==> src/verilog/rpe_pkg.sv <==
// Purpose: Shared constants for the receive-port equalizer control block
// Assumes: 8-bit register port, 100 MHz core clock
// Notes:   Offsets are byte addresses of the register port
`default_nettype none

package rpe_pkg;
   // Register offsets
   localparam logic [7:0] ADDR_PORT_SEL = 8'h4c; // Port select
   localparam logic [7:0] ADDR_RSVD_BD  = 8'hbd; // Reserved
   localparam logic [7:0] ADDR_PULLDOWN = 8'hbe; // Pin pulldown disable
   localparam logic [7:0] ADDR_RSVD_BF  = 8'hbf; // Reserved
   localparam logic [7:0] ADDR_ERR_INJ  = 8'hd0; // Error injection
   localparam logic [7:0] ADDR_RSVD_D1  = 8'hd1; // Reserved
   localparam logic [7:0] ADDR_SEQ_CTL  = 8'hd2; // Sequencing control
   localparam logic [7:0] ADDR_EQ_STAT  = 8'hd3; // Setting status
   localparam logic [7:0] ADDR_MANUAL   = 8'hd4; // Manual override
   localparam logic [7:0] ADDR_LIMITS   = 8'hd5; // Ceiling and floor

   // Field positions
   localparam int SEQ_RELOCK_LSB  = 5; // Relock wait select [7:5]
   localparam int SEQ_FIRST_BIT   = 4; // First lock restart mode
   localparam int SEQ_RESTART_BIT = 3; // Adaptation restart
   localparam int SEQ_FLOOR_BIT   = 2; // Floor start enable
   localparam int MAN_UPPER_LSB   = 5; // Manual setting upper [7:5]
   localparam int MAN_MODE_BIT    = 4; // Lock requires adaptation
   localparam int MAN_LOWER_LSB   = 1; // Manual setting lower [3:1]
   localparam int MAN_BYPASS_BIT  = 0; // Manual equalizer select
   localparam int LIM_CEIL_LSB    = 4; // Ceiling [7:4], floor [3:0]
   localparam int INJ_CONT_BIT    = 1; // Continuous error inject
   localparam int INJ_ONE_BIT     = 0; // Single error inject

   // Reset values
   localparam logic [2:0] RST_RELOCK    = 3'h4;
   localparam logic       RST_FIRST     = 1'b1;
   localparam logic       RST_FLOOR_EN  = 1'b1;
   localparam logic [2:0] RST_UPPER     = 3'h3;
   localparam logic       RST_LOCK_MODE = 1'b0;
   localparam logic [2:0] RST_LOWER     = 3'h0;
   localparam logic       RST_BYPASS    = 1'b0;
   localparam logic [3:0] RST_CEIL      = 4'hf;
   localparam logic [3:0] RST_FLOOR     = 4'h2;
   localparam logic [7:0] RST_RSVD_D1   = 8'h43;

   // Timing: shortest relock wait, doubled per code step
   localparam int CLK_PERIOD_NS   = 10;
   localparam int RELOCK_BASE_NS  = 164000;
   localparam int RELOCK_BASE_CYC = RELOCK_BASE_NS / CLK_PERIOD_NS;
   localparam int TIMER_W         = 24; // Holds base count shifted by 7

   // Sequencer states
   typedef enum logic [2:0] {
      SEQ_ADAPT  = 3'b001,
      SEQ_DONE   = 3'b010,
      SEQ_MANUAL = 3'b100
   } rpe_seq_t;
endpackage

`default_nettype wire

==> src/verilog/rpe_eq_seq.sv <==
// Purpose: Per-port equalizer sequencer and back channel error injector
// Assumes: raw_lock and bc_frame synchronous to clk
// Notes:   All outputs are registered
`default_nettype none

module rpe_eq_seq #(
   parameter int unsigned RELOCK_CYC = rpe_pkg::RELOCK_BASE_CYC
) (
   input  wire logic       clk,
   input  wire logic       reset_n,
   input  wire logic [2:0] relock_sel,
   input  wire logic       first_lock_mode,
   input  wire logic       restart,
   input  wire logic       floor_en,
   input  wire logic [3:0] floor_val,
   input  wire logic [3:0] ceiling,
   input  wire logic       bypass,
   input  wire logic [5:0] manual,
   input  wire logic       lock_mode,
   input  wire logic       raw_lock,
   input  wire logic       bc_frame,
   input  wire logic       inj_cont,
   input  wire logic       inj_arm,
   output logic      [5:0] eq_q,
   output logic            lock_q,
   output logic            inj_q
);
   localparam int TW = rpe_pkg::TIMER_W;

   rpe_pkg::rpe_seq_t state_q;      // Sequencer state
   logic [TW-1:0]     timer_q;      // Relock wait counter
   logic [TW-1:0]     limit;        // Wait length for this code
   logic              expire;       // Wait ran out this cycle
   logic              first_seen_q; // Initial lock already seen
   logic              armed_q;      // Single injection pending
   logic [5:0]        start_val;    // Adaptation start point
   logic [2:0]        sel_q;        // Relock code the timer runs on
   logic              raw_q;        // Detector level one cycle back

   // Wait doubles with each code step
   assign limit = TW'(RELOCK_CYC) << sel_q;
   assign expire = (timer_q == limit - TW'(1));
   assign start_val = floor_en ? {2'b00, floor_val} : 6'h00;

   // Adaptation stepping, restart and manual override
   always_ff @(posedge clk or negedge reset_n) begin
      if (!reset_n) begin
         state_q <= rpe_pkg::SEQ_ADAPT;
         eq_q    <= 6'h00;
         timer_q <= '0;
      end else if (bypass) begin
         // Manual setting replaces adaptation
         state_q <= rpe_pkg::SEQ_MANUAL;
         eq_q    <= manual;
         timer_q <= '0;
      end else if (restart || state_q == rpe_pkg::SEQ_MANUAL) begin
         state_q <= rpe_pkg::SEQ_ADAPT;
         eq_q    <= start_val;
         timer_q <= '0;
      end else if (raw_lock && !first_seen_q && first_lock_mode) begin
         // Deterministic start: back to zero at first lock
         state_q <= rpe_pkg::SEQ_ADAPT;
         eq_q    <= 6'h00;
         timer_q <= '0;
      end else begin
         case (state_q)
            rpe_pkg::SEQ_ADAPT: begin
               if (raw_lock) begin
                  state_q <= rpe_pkg::SEQ_DONE;
                  timer_q <= '0;
               end else if (relock_sel != sel_q) begin
                  // New code: start the wait over so it cannot overrun
                  timer_q <= '0;
               end else if (expire) begin
                  timer_q <= '0;
                  if (eq_q < {2'b00, ceiling}) begin
                     eq_q <= eq_q + 6'h01;
                  end else begin
                     state_q <= rpe_pkg::SEQ_DONE;
                  end
               end else begin
                  timer_q <= timer_q + TW'(1);
               end
            end
            rpe_pkg::SEQ_DONE: begin
               // Lost lock: search again; a stop at the ceiling stays
               if (!raw_lock && raw_q) begin
                  state_q <= rpe_pkg::SEQ_ADAPT;
                  eq_q    <= start_val;
               end
            end
            default: state_q <= rpe_pkg::SEQ_ADAPT;
         endcase
      end
   end

   // Remember the initial lock; a lock in the clearing cycle wins
   always_ff @(posedge clk or negedge reset_n) begin
      if (!reset_n) first_seen_q <= 1'b0;
      else if (raw_lock) first_seen_q <= 1'b1;
      else if (restart || bypass) first_seen_q <= 1'b0;
   end

   // Code and detector history for the wait and loss checks
   always_ff @(posedge clk or negedge reset_n) begin
      if (!reset_n) begin
         sel_q <= rpe_pkg::RST_RELOCK;
         raw_q <= 1'b0;
      end else begin
         sel_q <= relock_sel;
         raw_q <= raw_lock;
      end
   end

   // Reported lock, optionally qualified by finished adaptation
   always_ff @(posedge clk or negedge reset_n) begin
      if (!reset_n) lock_q <= 1'b0;
      else if (lock_mode)
         lock_q <= raw_lock && state_q == rpe_pkg::SEQ_DONE;
      else lock_q <= raw_lock;
   end

   // Back channel corruption; a new arm wins over the consuming frame
   always_ff @(posedge clk or negedge reset_n) begin
      if (!reset_n) begin
         armed_q <= 1'b0;
         inj_q   <= 1'b0;
      end else begin
         inj_q <= bc_frame && (inj_cont || armed_q);
         if (inj_arm) armed_q <= 1'b1;
         else if (bc_frame) armed_q <= 1'b0;
      end
   end
endmodule

`default_nettype wire

==> src/verilog/rpe_ctrl.sv <==
// Purpose: Receive-port equalizer control and pin pulldown registers
// Assumes: Byte register port driven by the serial control slave
// Notes:   Per-port registers are reached through the port select
//
// Behaviour
// - Relock wait code doubles from 164 us
// - First lock restarts adaptation from zero
// - Mode clear accepts lock at any value
// - Restart bit restarts adaptation, reads zero
// - Floor enable starts adaptation at floor; after reset the code starts at zero
// - Upper manual bits used only in bypass
// - Lock mode one waits for adaptation
// - Lock mode zero uses detector alone
// - Continuous bit corrupts every back frame
// - Single bit corrupts exactly one frame
// - Pulldown on when pin not output
// - Disable bit keeps pulldown off
// - Port select routes per-port accesses
// - Lower manual bits plus bypass select
// - Ceiling bounds adaptation, resets to 0xF
// - Floor field gives start, resets 0x2
`default_nettype none

module rpe_ctrl #(
   parameter int          NUM_PORTS       = 2,
   parameter int          NUM_PINS        = 7,
   parameter int unsigned RELOCK_BASE_CYC = rpe_pkg::RELOCK_BASE_CYC
) (
   input  wire logic                   CORE_CLK,
   input  wire logic                   RESET_N,
   input  wire logic [7:0]             REG_ADDR,
   input  wire logic [7:0]             REG_WDATA,
   input  wire logic                   REG_WR,
   input  wire logic                   REG_RD,
   output logic      [7:0]             REG_RDATA,
   input  wire logic [NUM_PORTS-1:0]   RX_LOCK_RAW,
   input  wire logic [NUM_PORTS-1:0]   BC_FRAME,
   input  wire logic [NUM_PINS-1:0]    PIN_OUTPUT_MODE,
   output logic      [6*NUM_PORTS-1:0] EQ_SETTING,
   output logic      [NUM_PORTS-1:0]   RX_LOCK,
   output logic      [NUM_PORTS-1:0]   BC_ERR_INJECT,
   output logic      [NUM_PINS-1:0]    PULLDOWN_EN
);
   localparam int PSEL_W = (NUM_PORTS > 1) ? $clog2(NUM_PORTS) : 1;

   // Global state
   logic [PSEL_W-1:0]   port_sel_q; // Selected receive port
   logic [NUM_PINS-1:0] pd_dis_q;   // Pulldown disable bits
   logic [7:0]          rd_d;       // Read mux output

   // Per-port register copies
   logic [2:0] relock_q    [NUM_PORTS]; // Relock wait select
   logic       first_q     [NUM_PORTS]; // First lock restart mode
   logic       floor_en_q  [NUM_PORTS]; // Floor start enable
   logic       restart_q   [NUM_PORTS]; // Restart pulse
   logic [2:0] upper_q     [NUM_PORTS]; // Manual setting upper
   logic       lock_mode_q [NUM_PORTS]; // Lock requires adaptation
   logic [2:0] lower_q     [NUM_PORTS]; // Manual setting lower
   logic       bypass_q    [NUM_PORTS]; // Manual equalizer select
   logic [3:0] ceil_q      [NUM_PORTS]; // Adaptation ceiling
   logic [3:0] floor_q     [NUM_PORTS]; // Adaptation floor setting
   logic       inj_cont_q  [NUM_PORTS]; // Continuous error inject
   logic       inj_one_q   [NUM_PORTS]; // Single error inject
   logic       arm_q       [NUM_PORTS]; // Single inject arm pulse
   logic [5:0] eq_w        [NUM_PORTS]; // Current setting per port

   // Write hit on a global offset
   function automatic logic wr_at(input logic [7:0] a);
      return REG_WR && REG_ADDR == a;
   endfunction

   // Port select register
   always_ff @(posedge CORE_CLK or negedge RESET_N) begin
      if (!RESET_N) begin
         port_sel_q <= '0;
      end else if (wr_at(rpe_pkg::ADDR_PORT_SEL)) begin
         port_sel_q <= REG_WDATA[PSEL_W-1:0];
      end
   end

   // Pulldown disable bits; bit 7 reads zero
   always_ff @(posedge CORE_CLK or negedge RESET_N) begin
      if (!RESET_N) begin
         pd_dis_q <= '0;
      end else if (wr_at(rpe_pkg::ADDR_PULLDOWN)) begin
         pd_dis_q <= REG_WDATA[NUM_PINS-1:0];
      end
   end

   // Pulldown drive: automatic unless disabled or pin drives out
   always_ff @(posedge CORE_CLK or negedge RESET_N) begin
      if (!RESET_N) begin
         // Pins come up as inputs, so pulldowns start on
         PULLDOWN_EN <= '1;
      end else begin
         PULLDOWN_EN <= ~PIN_OUTPUT_MODE & ~pd_dis_q;
      end
   end

   // Per-port registers and sequencers
   for (genvar p = 0; p < NUM_PORTS; p++) begin : g_port
      logic wr_here; // Write reaching this port's copy

      // Only the selected port takes per-port writes
      assign wr_here = REG_WR && port_sel_q == PSEL_W'(p);

      // Sequencing control; restart is a one-cycle pulse
      always_ff @(posedge CORE_CLK or negedge RESET_N) begin
         if (!RESET_N) begin
            relock_q[p]   <= rpe_pkg::RST_RELOCK;
            first_q[p]    <= rpe_pkg::RST_FIRST;
            floor_en_q[p] <= rpe_pkg::RST_FLOOR_EN;
            restart_q[p]  <= 1'b0;
         end else begin
            restart_q[p] <= 1'b0;
            if (wr_here && REG_ADDR == rpe_pkg::ADDR_SEQ_CTL) begin
               relock_q[p] <=
                  REG_WDATA[rpe_pkg::SEQ_RELOCK_LSB +: 3];
               first_q[p] <= REG_WDATA[rpe_pkg::SEQ_FIRST_BIT];
               floor_en_q[p] <= REG_WDATA[rpe_pkg::SEQ_FLOOR_BIT];
               // Self clearing: never stored, only pulsed
               restart_q[p] <= REG_WDATA[rpe_pkg::SEQ_RESTART_BIT];
            end
         end
      end

      // Manual override and lock qualification
      always_ff @(posedge CORE_CLK or negedge RESET_N) begin
         if (!RESET_N) begin
            upper_q[p]     <= rpe_pkg::RST_UPPER;
            lock_mode_q[p] <= rpe_pkg::RST_LOCK_MODE;
            lower_q[p]     <= rpe_pkg::RST_LOWER;
            bypass_q[p]    <= rpe_pkg::RST_BYPASS;
         end else if (wr_here && REG_ADDR == rpe_pkg::ADDR_MANUAL) begin
            upper_q[p]     <= REG_WDATA[rpe_pkg::MAN_UPPER_LSB +: 3];
            lock_mode_q[p] <= REG_WDATA[rpe_pkg::MAN_MODE_BIT];
            lower_q[p]     <= REG_WDATA[rpe_pkg::MAN_LOWER_LSB +: 3];
            bypass_q[p]    <= REG_WDATA[rpe_pkg::MAN_BYPASS_BIT];
         end
      end

      // Ceiling and floor; ordering is software's duty
      always_ff @(posedge CORE_CLK or negedge RESET_N) begin
         if (!RESET_N) begin
            ceil_q[p]  <= rpe_pkg::RST_CEIL;
            floor_q[p] <= rpe_pkg::RST_FLOOR;
         end else if (wr_here && REG_ADDR == rpe_pkg::ADDR_LIMITS) begin
            ceil_q[p]  <= REG_WDATA[rpe_pkg::LIM_CEIL_LSB +: 4];
            floor_q[p] <= REG_WDATA[3:0];
         end
      end

      // Error injection bits; each write of a one arms once
      always_ff @(posedge CORE_CLK or negedge RESET_N) begin
         if (!RESET_N) begin
            inj_cont_q[p] <= 1'b0;
            inj_one_q[p]  <= 1'b0;
            arm_q[p]      <= 1'b0;
         end else begin
            arm_q[p] <= 1'b0;
            if (wr_here && REG_ADDR == rpe_pkg::ADDR_ERR_INJ) begin
               inj_cont_q[p] <= REG_WDATA[rpe_pkg::INJ_CONT_BIT];
               inj_one_q[p]  <= REG_WDATA[rpe_pkg::INJ_ONE_BIT];
               arm_q[p]      <= REG_WDATA[rpe_pkg::INJ_ONE_BIT];
            end
         end
      end

      // Sequencer; its outputs are flops and feed the pins directly
      rpe_eq_seq #(
         .RELOCK_CYC (RELOCK_BASE_CYC)
      ) u_seq (
         .clk             (CORE_CLK),
         .reset_n         (RESET_N),
         .relock_sel      (relock_q[p]),
         .first_lock_mode (first_q[p]),
         .restart         (restart_q[p]),
         .floor_en        (floor_en_q[p]),
         .floor_val       (floor_q[p]),
         .ceiling         (ceil_q[p]),
         .bypass          (bypass_q[p]),
         .manual          ({upper_q[p], lower_q[p]}),
         .lock_mode       (lock_mode_q[p]),
         .raw_lock        (RX_LOCK_RAW[p]),
         .bc_frame        (BC_FRAME[p]),
         .inj_cont        (inj_cont_q[p]),
         .inj_arm         (arm_q[p]),
         .eq_q            (eq_w[p]),
         .lock_q          (RX_LOCK[p]),
         .inj_q           (BC_ERR_INJECT[p])
      );

      assign EQ_SETTING[6*p +: 6] = eq_w[p];

   end

   // Read mux over the selected port
   always_comb begin
      rd_d = 8'h00;
      case (REG_ADDR)
         rpe_pkg::ADDR_PORT_SEL: begin
            rd_d[PSEL_W-1:0] = port_sel_q;
         end
         rpe_pkg::ADDR_PULLDOWN: begin
            rd_d[NUM_PINS-1:0] = pd_dis_q;
         end
         rpe_pkg::ADDR_RSVD_D1: begin
            rd_d = rpe_pkg::RST_RSVD_D1;
         end
         rpe_pkg::ADDR_ERR_INJ: begin
            rd_d[rpe_pkg::INJ_CONT_BIT] = inj_cont_q[port_sel_q];
            rd_d[rpe_pkg::INJ_ONE_BIT]  = inj_one_q[port_sel_q];
         end
         rpe_pkg::ADDR_SEQ_CTL: begin
            // Restart bit always reads zero
            rd_d[rpe_pkg::SEQ_RELOCK_LSB +: 3] = relock_q[port_sel_q];
            rd_d[rpe_pkg::SEQ_FIRST_BIT] = first_q[port_sel_q];
            rd_d[rpe_pkg::SEQ_FLOOR_BIT] = floor_en_q[port_sel_q];
         end
         rpe_pkg::ADDR_EQ_STAT: begin
            rd_d[5:0] = eq_w[port_sel_q];
         end
         rpe_pkg::ADDR_MANUAL: begin
            rd_d[rpe_pkg::MAN_UPPER_LSB +: 3] = upper_q[port_sel_q];
            rd_d[rpe_pkg::MAN_MODE_BIT] = lock_mode_q[port_sel_q];
            rd_d[rpe_pkg::MAN_LOWER_LSB +: 3] = lower_q[port_sel_q];
            rd_d[rpe_pkg::MAN_BYPASS_BIT] = bypass_q[port_sel_q];
         end
         rpe_pkg::ADDR_LIMITS: begin
            rd_d[rpe_pkg::LIM_CEIL_LSB +: 4] = ceil_q[port_sel_q];
            rd_d[3:0] = floor_q[port_sel_q];
         end
         // Reserved offsets other than 0xD1, and unmapped offsets, read zero
         default: rd_d = 8'h00;
      endcase
   end

   // Read data register, held between reads
   always_ff @(posedge CORE_CLK or negedge RESET_N) begin
      if (!RESET_N) begin
         REG_RDATA <= 8'h00;
      end else if (REG_RD) begin
         REG_RDATA <= rd_d;
      end
   end
endmodule

`default_nettype wire

==> config.mk <==
export PLATFORM = sky130hd
export DESIGN_NAME = rpe_ctrl
export DESIGN_NICKNAME = d
export VERILOG_FILES = /design/src/verilog/rpe_pkg.sv /design/src/verilog/rpe_eq_seq.sv /design/src/verilog/rpe_ctrl.sv
export SDC_FILE = /design/constraint.sdc
export NUM_CORES = 1
export LEC_CHECK = 0
export BUFFER_PORTS_ARGS = -buffer_cell sky130_fd_sc_hd__buf_4
export CORE_ASPECT_RATIO = 1.25
export CORE_UTILIZATION = 45
export CTS_CLUSTER_DIAMETER = 120
export DETAILED_ROUTE_END_ITERATION = 6
export GPL_TIMING_DRIVEN = 0
export PLACE_DENSITY_LB_ADDON = 0.25
export SLEW_MARGIN = 20
export SYNTH_ARGS = -nofsm -noshare
export SYNTH_HDL_FRONTEND = slang
export SYNTH_SLANG_ARGS = --single-unit
==> constraint.sdc <==
create_clock -name CORE_CLK -period 6.8 [get_ports CORE_CLK]
set_clock_uncertainty 0.15 [all_clocks]
set_input_delay 0 -clock CORE_CLK [delete_from_list [all_inputs] [get_ports CORE_CLK]]
set_output_delay 0 -clock CORE_CLK [all_outputs]
set_load 0.03 [all_outputs]
==> results.cfg, run 1 <==
[sta]
max-slew-margin-rel = 0.415
post-route-min-period_ns = 3.73
worst_slew_pin_slew_ns = 0.871
rsz0062_at_grt = no
hold_viol_final = 0
setup_viol_count_final = 0
setup_tns_ns = 0
drv_slew = 0
fmaxAchievable_mhz = 268
period_share = 0.548

[cts]
cts_tree = built
cts_made_buffers = 17
cts_resized = 0
htree_levels = 4
clockBufferDepth = 2
cts_sinks = 155
clock_latency_ns = 0.44
clkTransAtPathRegs_ns = 0.07
root_buffer = clkbuf_16

[logic_synthesis]
synth-seq-cells = 155
syn_avg_cell_area_um2 = 9.43
async_flop_share = 1.00
syn_area_mm2 = 0.00913
synthFlopType = dfrtp_1
synth_cell_types = 90
netlist_instances = 968
synth_fp_nets = 1011
yosysSeqAreaShare = 0.429
synth_edf_count = 0
yosysWarnings = 0

[route]
antenna_left = 0
dr.pass1.iters = 7
vias_per_cell = 5.90
wl_um = 25400
drcViolationCount = 0
drtIter0Drc = 654
vias = 7978
wire_per_inst_um = 18.8

[min_path]
hold_path_class = in2async

[grt]
grt_overflow = 0
grt_pass1_vias = 7895
use_met1 = 0.322
met2_usage = 0.435
grt_max_degree = 98
grtUsageMet3 = 0.0404
track_usage = 0.260
grt-busiest-layer = met2
grt_pass1_wl_um = 41700
grt_antenna_before_repair = 0

[pwr]
pwr-share-seq = 0.390
p_comb_frac = 0.279
internal_power_mw = 1.82
power_density_mw_per_mm2 = 268
vdd_drop_max_uv = 177
p_leak_nw = 4.60
clkPwrFrac = 0.331
p_sw_mw = 1.07
switching_share = 0.370

[floorplan]
die_x_um = 129
dieArea_mm2 = 0.0209
pin_count = 62
num_rows = 57
die_h_um = 161
core-area_mm2 = 0.0197
initial_utilization = 0.464

[placement]
hpwlAfterDp_um = 18300
gp_congestion = 0.938
portBuffers = 59
placed_area_mm2 = 0.00994

[final_layout]
fin_nets = 1118
insertedDiodeCount = 0
syn2layout_area_growth_pct = 18.4
fillers = 1828
layout_common_cells = dfrtp_1 (124), nand2_1 (83), nor2_1 (70), buf_4 (66), mux2_2 (56)
final_area_mm2 = 0.0108
drive_gt1_frac = 0.213
layout_commonest_cell = dfrtp_1

[setup_path]
critPathArrivalTime_ns = 3.94
cp.required_ns = 7.01
crit_chain = clkbuf_1 > or3_1 > ha_1 > buf_2 > or3b_1 > a32o_1 > a31oi_1 > nor4_4 > a31oi_4 > buf_2 > nand4_1 > mux2i_1
slowest_delay_ns = 0.60
cp_common_cell = buf_2
cp_slowest_cell = dfstp_2
critical_path_class = reg2reg
end_kind = flip-flop
cp_max_fo = 10
worst_setup_path_start_kind = flip-flop

[run_status]
status = finished clean

[job]
drv_cap = 0
[power by group through the flow]
stage	combinational [mW]	clock [mW]	sequential [mW]
final	0.807	0.959	1.13
after global placement	0.772	0	1.14
after CTS	0.806	0.975	1.13
after global routing	0.899	1.01	1.14
after detailed placement	0.792	0	1.14
after floorplan	0.478	0	1.16
[repair_timing]
| item | in CTS | in global routing |
|---|---|---|
| hold buffers | 28 | 0 |
| setup buffers | 0 | 0 |
| endpoints found under the hold margin | 186 | 0 |
[sequential cells by signal (all words and copies together), names as in the netlist, 6 cells and up]
| signal | cells |
|---|---|
| ceil_q | 8 |
| g_port.u_seq.timer_q | 48 |
| PULLDOWN_EN | 7 |
| relock_q | 6 |
| g_port.u_seq.state_q | 6 |
| lower_q | 6 |
| g_port.u_seq.eq_q | 12 |
| pd_dis_q | 7 |
| upper_q | 6 |
| REG_RDATA | 8 |
| floor_q | 8 |
| g_port.u_seq.sel_q | 6 |
[worst paths after layout]
path	from	endpoint	slack [ns]	depth (start not counted)
setup / recovery	g_port[1].u_seq.sel_q[2]	g_port[1].u_seq.timer_q[8]	3.07	12
max in group asynchronous	RESET_N	g_port[1].u_seq.state_q[0]	5.63	3
hold reg to reg	relock_q[5]	g_port[0].u_seq.sel_q[2]	0.24	0
hold / removal	RESET_N	lower_q[3]	0.03	2
setup reg to reg	g_port[1].u_seq.sel_q[2]	g_port[1].u_seq.timer_q[8]	3.07	12
min in group CORE_CLK	REG_ADDR[6]	restart_q[0]	0.03	5
[kinds of logic (layout without fill, tap and decap cells)]
| family | Yosys count | count (layout) | share of synthesized area |
|---|---|---|---|
| simple gates | 355 | 355 | 0.206 |
| compound gates | 246 | 246 | 0.183 |
| flops | 155 | 155 | 0.429 |
| buf+inv | 103 | 223 | 0.0524 |
| mux | 80 | 80 | 0.0960 |
| xor+xnor | 17 | 17 | 0.0171 |
| fa+ha+maj | 12 | 12 | 0.0165 |
[critical path: cells and delay by family (launching register included)]
| family | cells | cell delay [ns] |
|---|---|---|
| buf+inv | 3 | 0.93 |
| simple gates | 4 | 0.81 |
| fa+ha+maj | 1 | 0.13 |
| flops | 1 | 0.60 |
| compound gates | 3 | 0.86 |
| mux | 1 | 0.15 |
[area by class of cell]
class / instances / area (um2) / area share
multi-input combinational: 710 / 4740 / 0.438
sequential: 155 / 3920 / 0.362
timing repair buffer: 88 / 758 / 0.0701
clock buffer: 17 / 425 / 0.0394
tap: 265 / 332 / 0.0307
buffer: 59 / 313 / 0.0289
inverter: 44 / 165 / 0.0153
clock inverter: 15 / 163 / 0.0150
[stage by stage]
stage / power [mW] / hold slack, ns / worst slack [ns] / utilization / std cells
2_1_floorplan: 1.64 / -0.446 / 3.61 / - / 968
3_3_place_gp: 1.91 / -0.0384 / 3.16 / 0.503 / 1292
3_5_place_dp: 1.93 / -0.0610 / 3.14 / 0.505 / 1293
4_1_cts: 2.91 / 0.0171 / 3.14 / 0.549 / 1353
5_1_grt: 3.05 / 0.0656 / 2.91 / 0.549 / 1353
6_report: 2.89 / 0.0252 / 3.07 / 0.549 / 1353
[routing by layer]
metal  vias up  share of wire
met5         -              0
met4         0          0.045
met3        60          0.043
met2       235           0.50
met1      3922           0.41
li1       3761              -
[Yosys cell counts, drive strengths merged (4+ instances only)]
library cell / number / area, um2
or2: 6 / 37.5
o31ai: 4 / 30.0
or3: 13 / 81.3
nor2: 70 / 263
a2111oi: 4 / 60.1
o21ai: 65 / 325
mux2i: 20 / 200
nand4: 11 / 68.8
a21o: 11 / 90.1
o21a: 5 / 37.5
a31oi: 10 / 77.6
buf: 27 / 191
clkbuf: 32 / 121
ha: 12 / 150
nor3b: 6 / 45.0
o311ai: 8 / 70.1
nand2: 84 / 318
a211oi: 14 / 110
nand2b: 18 / 113
a22oi: 8 / 60.1
inv: 44 / 165
and3: 15 / 93.8
a221oi: 11 / 96.3
nor3: 22 / 115
mux2: 60 / 676
a21oi: 57 / 300
nand3b: 9 / 67.6
nor4b: 4 / 41.3
dfstp: 31 / 815
o22ai: 10 / 62.6
a22o: 9 / 78.8
xor2: 5 / 51.3
dfrtp: 124 / 3100
xnor2: 12 / 105
and2: 4 / 25.0
nor2b: 14 / 87.6
nand3: 52 / 265
nor4: 10 / 98.8
Note: power is estimated with default switching activity, not from simulation.
==> inputs of run 2 (changes only) <==
Clock period 6.8 ns to 3.2 ns, I/O delays scaled along.
==> results.cfg, run 2 (synthesis results as in run 1) <==
[pwr]
vdd_drop_max_uv = 395
p_leak_nw = 4.85
power_density_mw_per_mm2 = 560

[sta]
post-route-min-period_ns = 3.17
period_share = 0.991
rsz0062_at_grt = yes
hold_viol_final = 0
setup_viol_count_final = 0
fmaxAchievable_mhz = 315
max-slew-margin-rel = 0.405
worst_slack_ns = 0.0298
drv_slew = 0
worst_slew_pin_slew_ns = 0.886

[final_layout]
syn2layout_area_growth_pct = 24.8
layout_common_cells = dfrtp_1 (122), buf_4 (90), nand2_1 (82), nor2_1 (69), mux2_2 (55)
fin_nets = 1152
fin_util = 0.579
largest_reg_flops = 48
largest-register = g_port.u_seq.timer_q
insertedDiodeCount = 0
drive_gt1_frac = 0.263
layout_commonest_cell = dfrtp_1
largestRegisters = g_port.u_seq.timer_q x48, g_port.u_seq.eq_q x12

[cts]
root_buffer = clkbuf_16
cts_sinks = 155
cts_made_buffers = 17
clockBufferDepth = 2
clock_latency_ns = 0.44
cts_tree = built
clkTransAtPathRegs_ns = 0.07
htree_levels = 4

[grt]
grt-busiest-layer = met2
grt_pass1_wl_um = 42500
grt_overflow = 0
track_usage = 0.264
met2_usage = 0.445
grt_pass1_vias = 8077
use_met1 = 0.323
grt_max_degree = 98
grtUsageMet3 = 0.0381
grt_antenna_before_repair = 0

[run_status]
status = finished clean

[placement]
portBuffers = 59
place_ws_ns = -0.458
hpwlAfterDp_um = 18300
gp_congestion = 0.938

[route]
drtIter0Drc = 663
drcViolationCount = 0
wire_per_inst_um = 19.4
dr.pass1.iters = 5
vias = 8306
antenna_left = 0
vias_per_cell = 5.99
wl_um = 26900

[floorplan]
die_h_um = 161
pin_count = 62
die_x_um = 129
core-area_mm2 = 0.0197
num_rows = 57
initial_utilization = 0.464
dieArea_mm2 = 0.0209

[setup_path]
critPathArrivalTime_ns = 3.35
cp.required_ns = 3.38
cp_max_fo = 7
worst_setup_path_start_kind = flip-flop
end_kind = flip-flop
critical_path_class = reg2reg

[job]
drv_cap = 0

[min_path]
hold_path_class = in2reg
==> run 2: layout make-up <==
| class | instances | area, um2 |
|---|---|---|
| Sequential cell | 155 | 3920 |
| Fill cell | 1746 | 8290 |
| Timing Repair Buffer | 124 | 1070 |
| Inverter | 44 | 165 |
| Clock inverter | 15 | 163 |
| Clock buffer | 17 | 425 |
| Tap cell | 265 | 332 |
| Buffer | 56 | 375 |
| Multi-Input combinational cell | 711 | 4940 |
==> run 2: path summary, 6_finish.rpt <==
check / start / end / slack [ns] / cells after the start
min in group asynchronous: RESET_N / lower_q[3] / 0.03 / 2
worst max register to register: g_port[0].u_seq.sel_q[0] / g_port[0].u_seq.timer_q[15] / 0.03 / 12
max in group asynchronous: RESET_N / g_port[1].u_seq.state_q[0] / 2.03 / 3
worst max-delay path: g_port[0].u_seq.sel_q[0] / g_port[0].u_seq.timer_q[15] / 0.03 / 12
worst min register to register: relock_q[2] / g_port[1].u_seq.sel_q[2] / 0.23 / 0
worst min-delay path: REG_ADDR[6] / restart_q[0] / 0.02 / 5
==> run 2: through the flow <==
stage,std cells,hold slack [ns],power [mW],TNS (ns),area [um2]
finish,1387,0.0221,6.37,0,11400
global placement,1292,-0.0384,4.07,-13.25,9900
detailed placement,1293,-0.0610,4.11,-15.10,9940
global route,1387,0.0654,6.69,-0.111,11400
CTS,1370,0.0171,6.27,0,11100
floorplan,968,-0.446,3.49,0,9130
==> run 2: power by group <==
| part | switching, mW | total (mW) | leakage [nW] | internal [mW] |
|---|---|---|---|---|
| logic | 1.10 | 1.93 | 2.58 | 0.831 |
| registers | 0.269 | 2.40 | 1.98 | 2.13 |
| clock network | 0.993 | 2.04 | 0.291 | 1.05 |
| total | 2.36 | 6.37 | 4.85 | 4.01 |
==> run 2: critical path: stages (launching register included) <==
cell	delay [ns]
dfrtp_2	0.43
or3_4	0.39
ha_4	0.18
buf_6	0.12
buf_6	0.12
or3_1	0.36
o221a_1	0.13
o211a_1	0.27
nor4_4	0.20
a21o_4	0.24
buf_8	0.13
o21ai_2	0.05
mux2_4	0.27
==> run 2: metal layers <==
| layer | part of all wire | routed length (um) |
|---|---|---|
| met5 | 0 | 0 |
| met4 | 0.049 | 1310 |
| met2 | 0.50 | 13500 |
| met1 | 0.40 | 10900 |
| met3 | 0.046 | 1240 |
==> run 2: timing repair <==
item                                   in CTS  in global routing
resized for setup                          34                 37
pin swaps                                  15                 18
buffers inserted                           17                 16
cloned                                      1                  3
endpoints found under the hold margin     186                  0
hold buffers                               28                  0
setup endpoints to repair                  59                 61
==> inputs of run 3 (changes only) <==
Settings changed: CELL_PAD_IN_SITES_DETAIL_PLACEMENT set to 0, CELL_PAD_IN_SITES_GLOBAL_PLACEMENT set to 2, CORE_UTILIZATION 45 to 35.
==> results.cfg, run 3 (synthesis results as in run 1) <==
[floorplan]
num_rows = 65
die_h_um = 183
dieArea_mm2 = 0.0267
core-area_mm2 = 0.0255
initial_utilization = 0.359
die_x_um = 146
pin_count = 62

[pwr]
internal_power_mw = 4.06
p_leak_nw = 4.84
finalPower_mw = 6.39
clkPwrFrac = 0.307
pwr-share-seq = 0.378
switching_share = 0.365
p_sw_mw = 2.33
p_comb_frac = 0.315
vdd_drop_max_uv = 353
power_density_mw_per_mm2 = 554

[sta]
worst_slew_pin_slew_ns = 0.884
max-slew-margin-rel = 0.406
rsz0062_at_grt = yes
holdWs_ns = -0.0267
setup_tns_ns = 0
setup_viol_count_final = 0
drv_slew = 0
post-route-min-period_ns = 3.19
fmaxAchievable_mhz = 313
hold_viol_final = 5
period_share = 0.998

[cts]
cts_made_buffers = 17
clockBufferDepth = 2
clkTransAtPathRegs_ns = 0.07
cts_sinks = 155
root_buffer = clkbuf_16
htree_levels = 4
clock_latency_ns = 0.44
cts_tree = built

[route]
dr.pass1.iters = 5
wl_um = 28300
antenna_left = 0
wire_per_inst_um = 19.5
vias_per_cell = 5.47
vias = 7964
drtIter0Drc = 419
drcViolationCount = 0

[setup_path]
critical_path_class = reg2reg
r2r_cells = 12
worst_setup_path_start_kind = flip-flop
critPathArrivalTime_ns = 3.37
cp.required_ns = 3.37
crit_chain = buf_6 > buf_8 > or3_4 > ha_4 > xnor2_4 > a2111oi_4 > nand2_1 > nor4_4 > a31oi_4 > buf_6 > a21o_1 > a22o_1
r2r-end = g_port[1].u_seq.timer_q[22]
timing.rr.start = g_port[1].u_seq.sel_q[1]
cp_slowest_cell = dfrtp_2
cp_common_cell = buf_6
crit_buf_inv = 3
cp_max_fo = 6
rrSetupSlack_ns = 0.007
slowest_delay_ns = 0.44
path_delay_family = compound AO/OA/AOI/OAI gates
end_kind = flip-flop

[grt]
grt_pass1_vias = 8020
track_usage = 0.221
grt_overflow = 0
grt_max_degree = 82
grt_antenna_before_repair = 0
grt_pass1_wl_um = 45800

[final_layout]
layout_commonest_cell = dfrtp_1
fillers = 2470
insertedDiodeCount = 0
largest_reg_flops = 48
fin_nets = 1150
layout_common_cells = dfrtp_1 (121), buf_4 (90), nand2_1 (82), nor2_1 (69), mux2_2 (55)
largestRegisters = g_port.u_seq.timer_q x48, g_port.u_seq.eq_q x12
syn2layout_area_growth_pct = 26.4
largest-register = g_port.u_seq.timer_q
drive_gt1_frac = 0.271

[run_status]
status = finished with violations
failed_checks = negative hold slack

[min_path]
hold_path_class = in2async

[job]
drv_cap = 0

[placement]
hpwlAfterDp_um = 20200
gp_congestion = 0.862
portBuffers = 59
==> run 3: changes by cell type in the layout (fill, tap and decap cells not counted), moves of 2 or more <==
cell and change:
clkinv_8 -3, a21oi_1 -13, a21oi_2 +13, buf_2 -3, o21ai_0 -3, o21ai_1 +2, inv_6 +3, inv_8 -3
==> run 3: routing by layer <==
metal / vias up / track usage / part of all wire
met5: - / 0 / 0
met4: 0 / 0.0863 / 0.032
met3: 50 / 0.0360 / 0.028
met2: 169 / 0.393 / 0.52
met1: 3925 / 0.267 / 0.42
li1: 3820 / - / -
==> run 3: repair_timing <==
| item | in CTS | in global routing |
|---|---|---|
| cloned | 1 | 2 |
| hold buffers | 29 | 0 |
| setup endpoints to repair | 61 | 58 |
| gates resized for setup | 40 | 52 |
| setup buffers | 15 | 15 |
| pin swaps | 17 | 21 |
| endpoints found under the hold margin | 212 | 0 |
==> run 3: power groups by stage <==
stage               combinational, mW  sequential, mW  clock, mW
floorplan                        1.02            2.48          0
global placement                 1.70            2.45          0
detailed placement               1.70            2.45          0
CTS                              1.86            2.41       2.01
global route                     2.23            2.44       2.09
finish                           2.01            2.41       1.96
==> run 3: worst max path at each step <==
stage,from,cells past startpoint,endpoint
6_report,g_port[1].u_seq.sel_q[1],12,g_port[1].u_seq.timer_q[22]
3_5_place_dp,g_port[1].u_seq.sel_q[2],12,g_port[1].u_seq.timer_q[10]
5_1_grt,g_port[1].u_seq.sel_q[1],12,g_port[1].u_seq.timer_q[22]
3_3_place_gp,g_port[1].u_seq.sel_q[2],12,g_port[1].u_seq.timer_q[10]
4_1_cts,g_port[0].u_seq.sel_q[1],13,g_port[0].u_seq.timer_q[13]
2_1_floorplan,g_port[1].u_seq.sel_q[2],11,g_port[1].u_seq.eq_q[2]
==> run 3: stage by stage <==
step	area, um2	hold slack, ns	setup WS (ns)	utilization	std cells
finish	11500	-0.0267	0.00666	0.453	1455
global route	11500	0.0418	-0.112	0.453	1455
CTS	11200	0.0205	0.00124	0.439	1440
detailed placement	10000	-0.113	-0.537	0.394	1363
global placement	9990	-0.0387	-0.553	0.392	1362
floorplan	9130	-0.446	0.00681	-	968
==> run 3: area by class of cell <==
| class | instances | area [um2] | area share |
|---|---|---|---|
| clock inverters | 14 | 123 | 0.0106 |
| well taps | 335 | 419 | 0.0363 |
| repair buffers | 122 | 1090 | 0.0941 |
| plain buffers | 57 | 388 | 0.0336 |
| flip-flops and latches | 155 | 3920 | 0.340 |
| multi-input cells | 710 | 5010 | 0.434 |
| inverters | 44 | 165 | 0.0143 |
| clock buffers | 18 | 429 | 0.0372 |
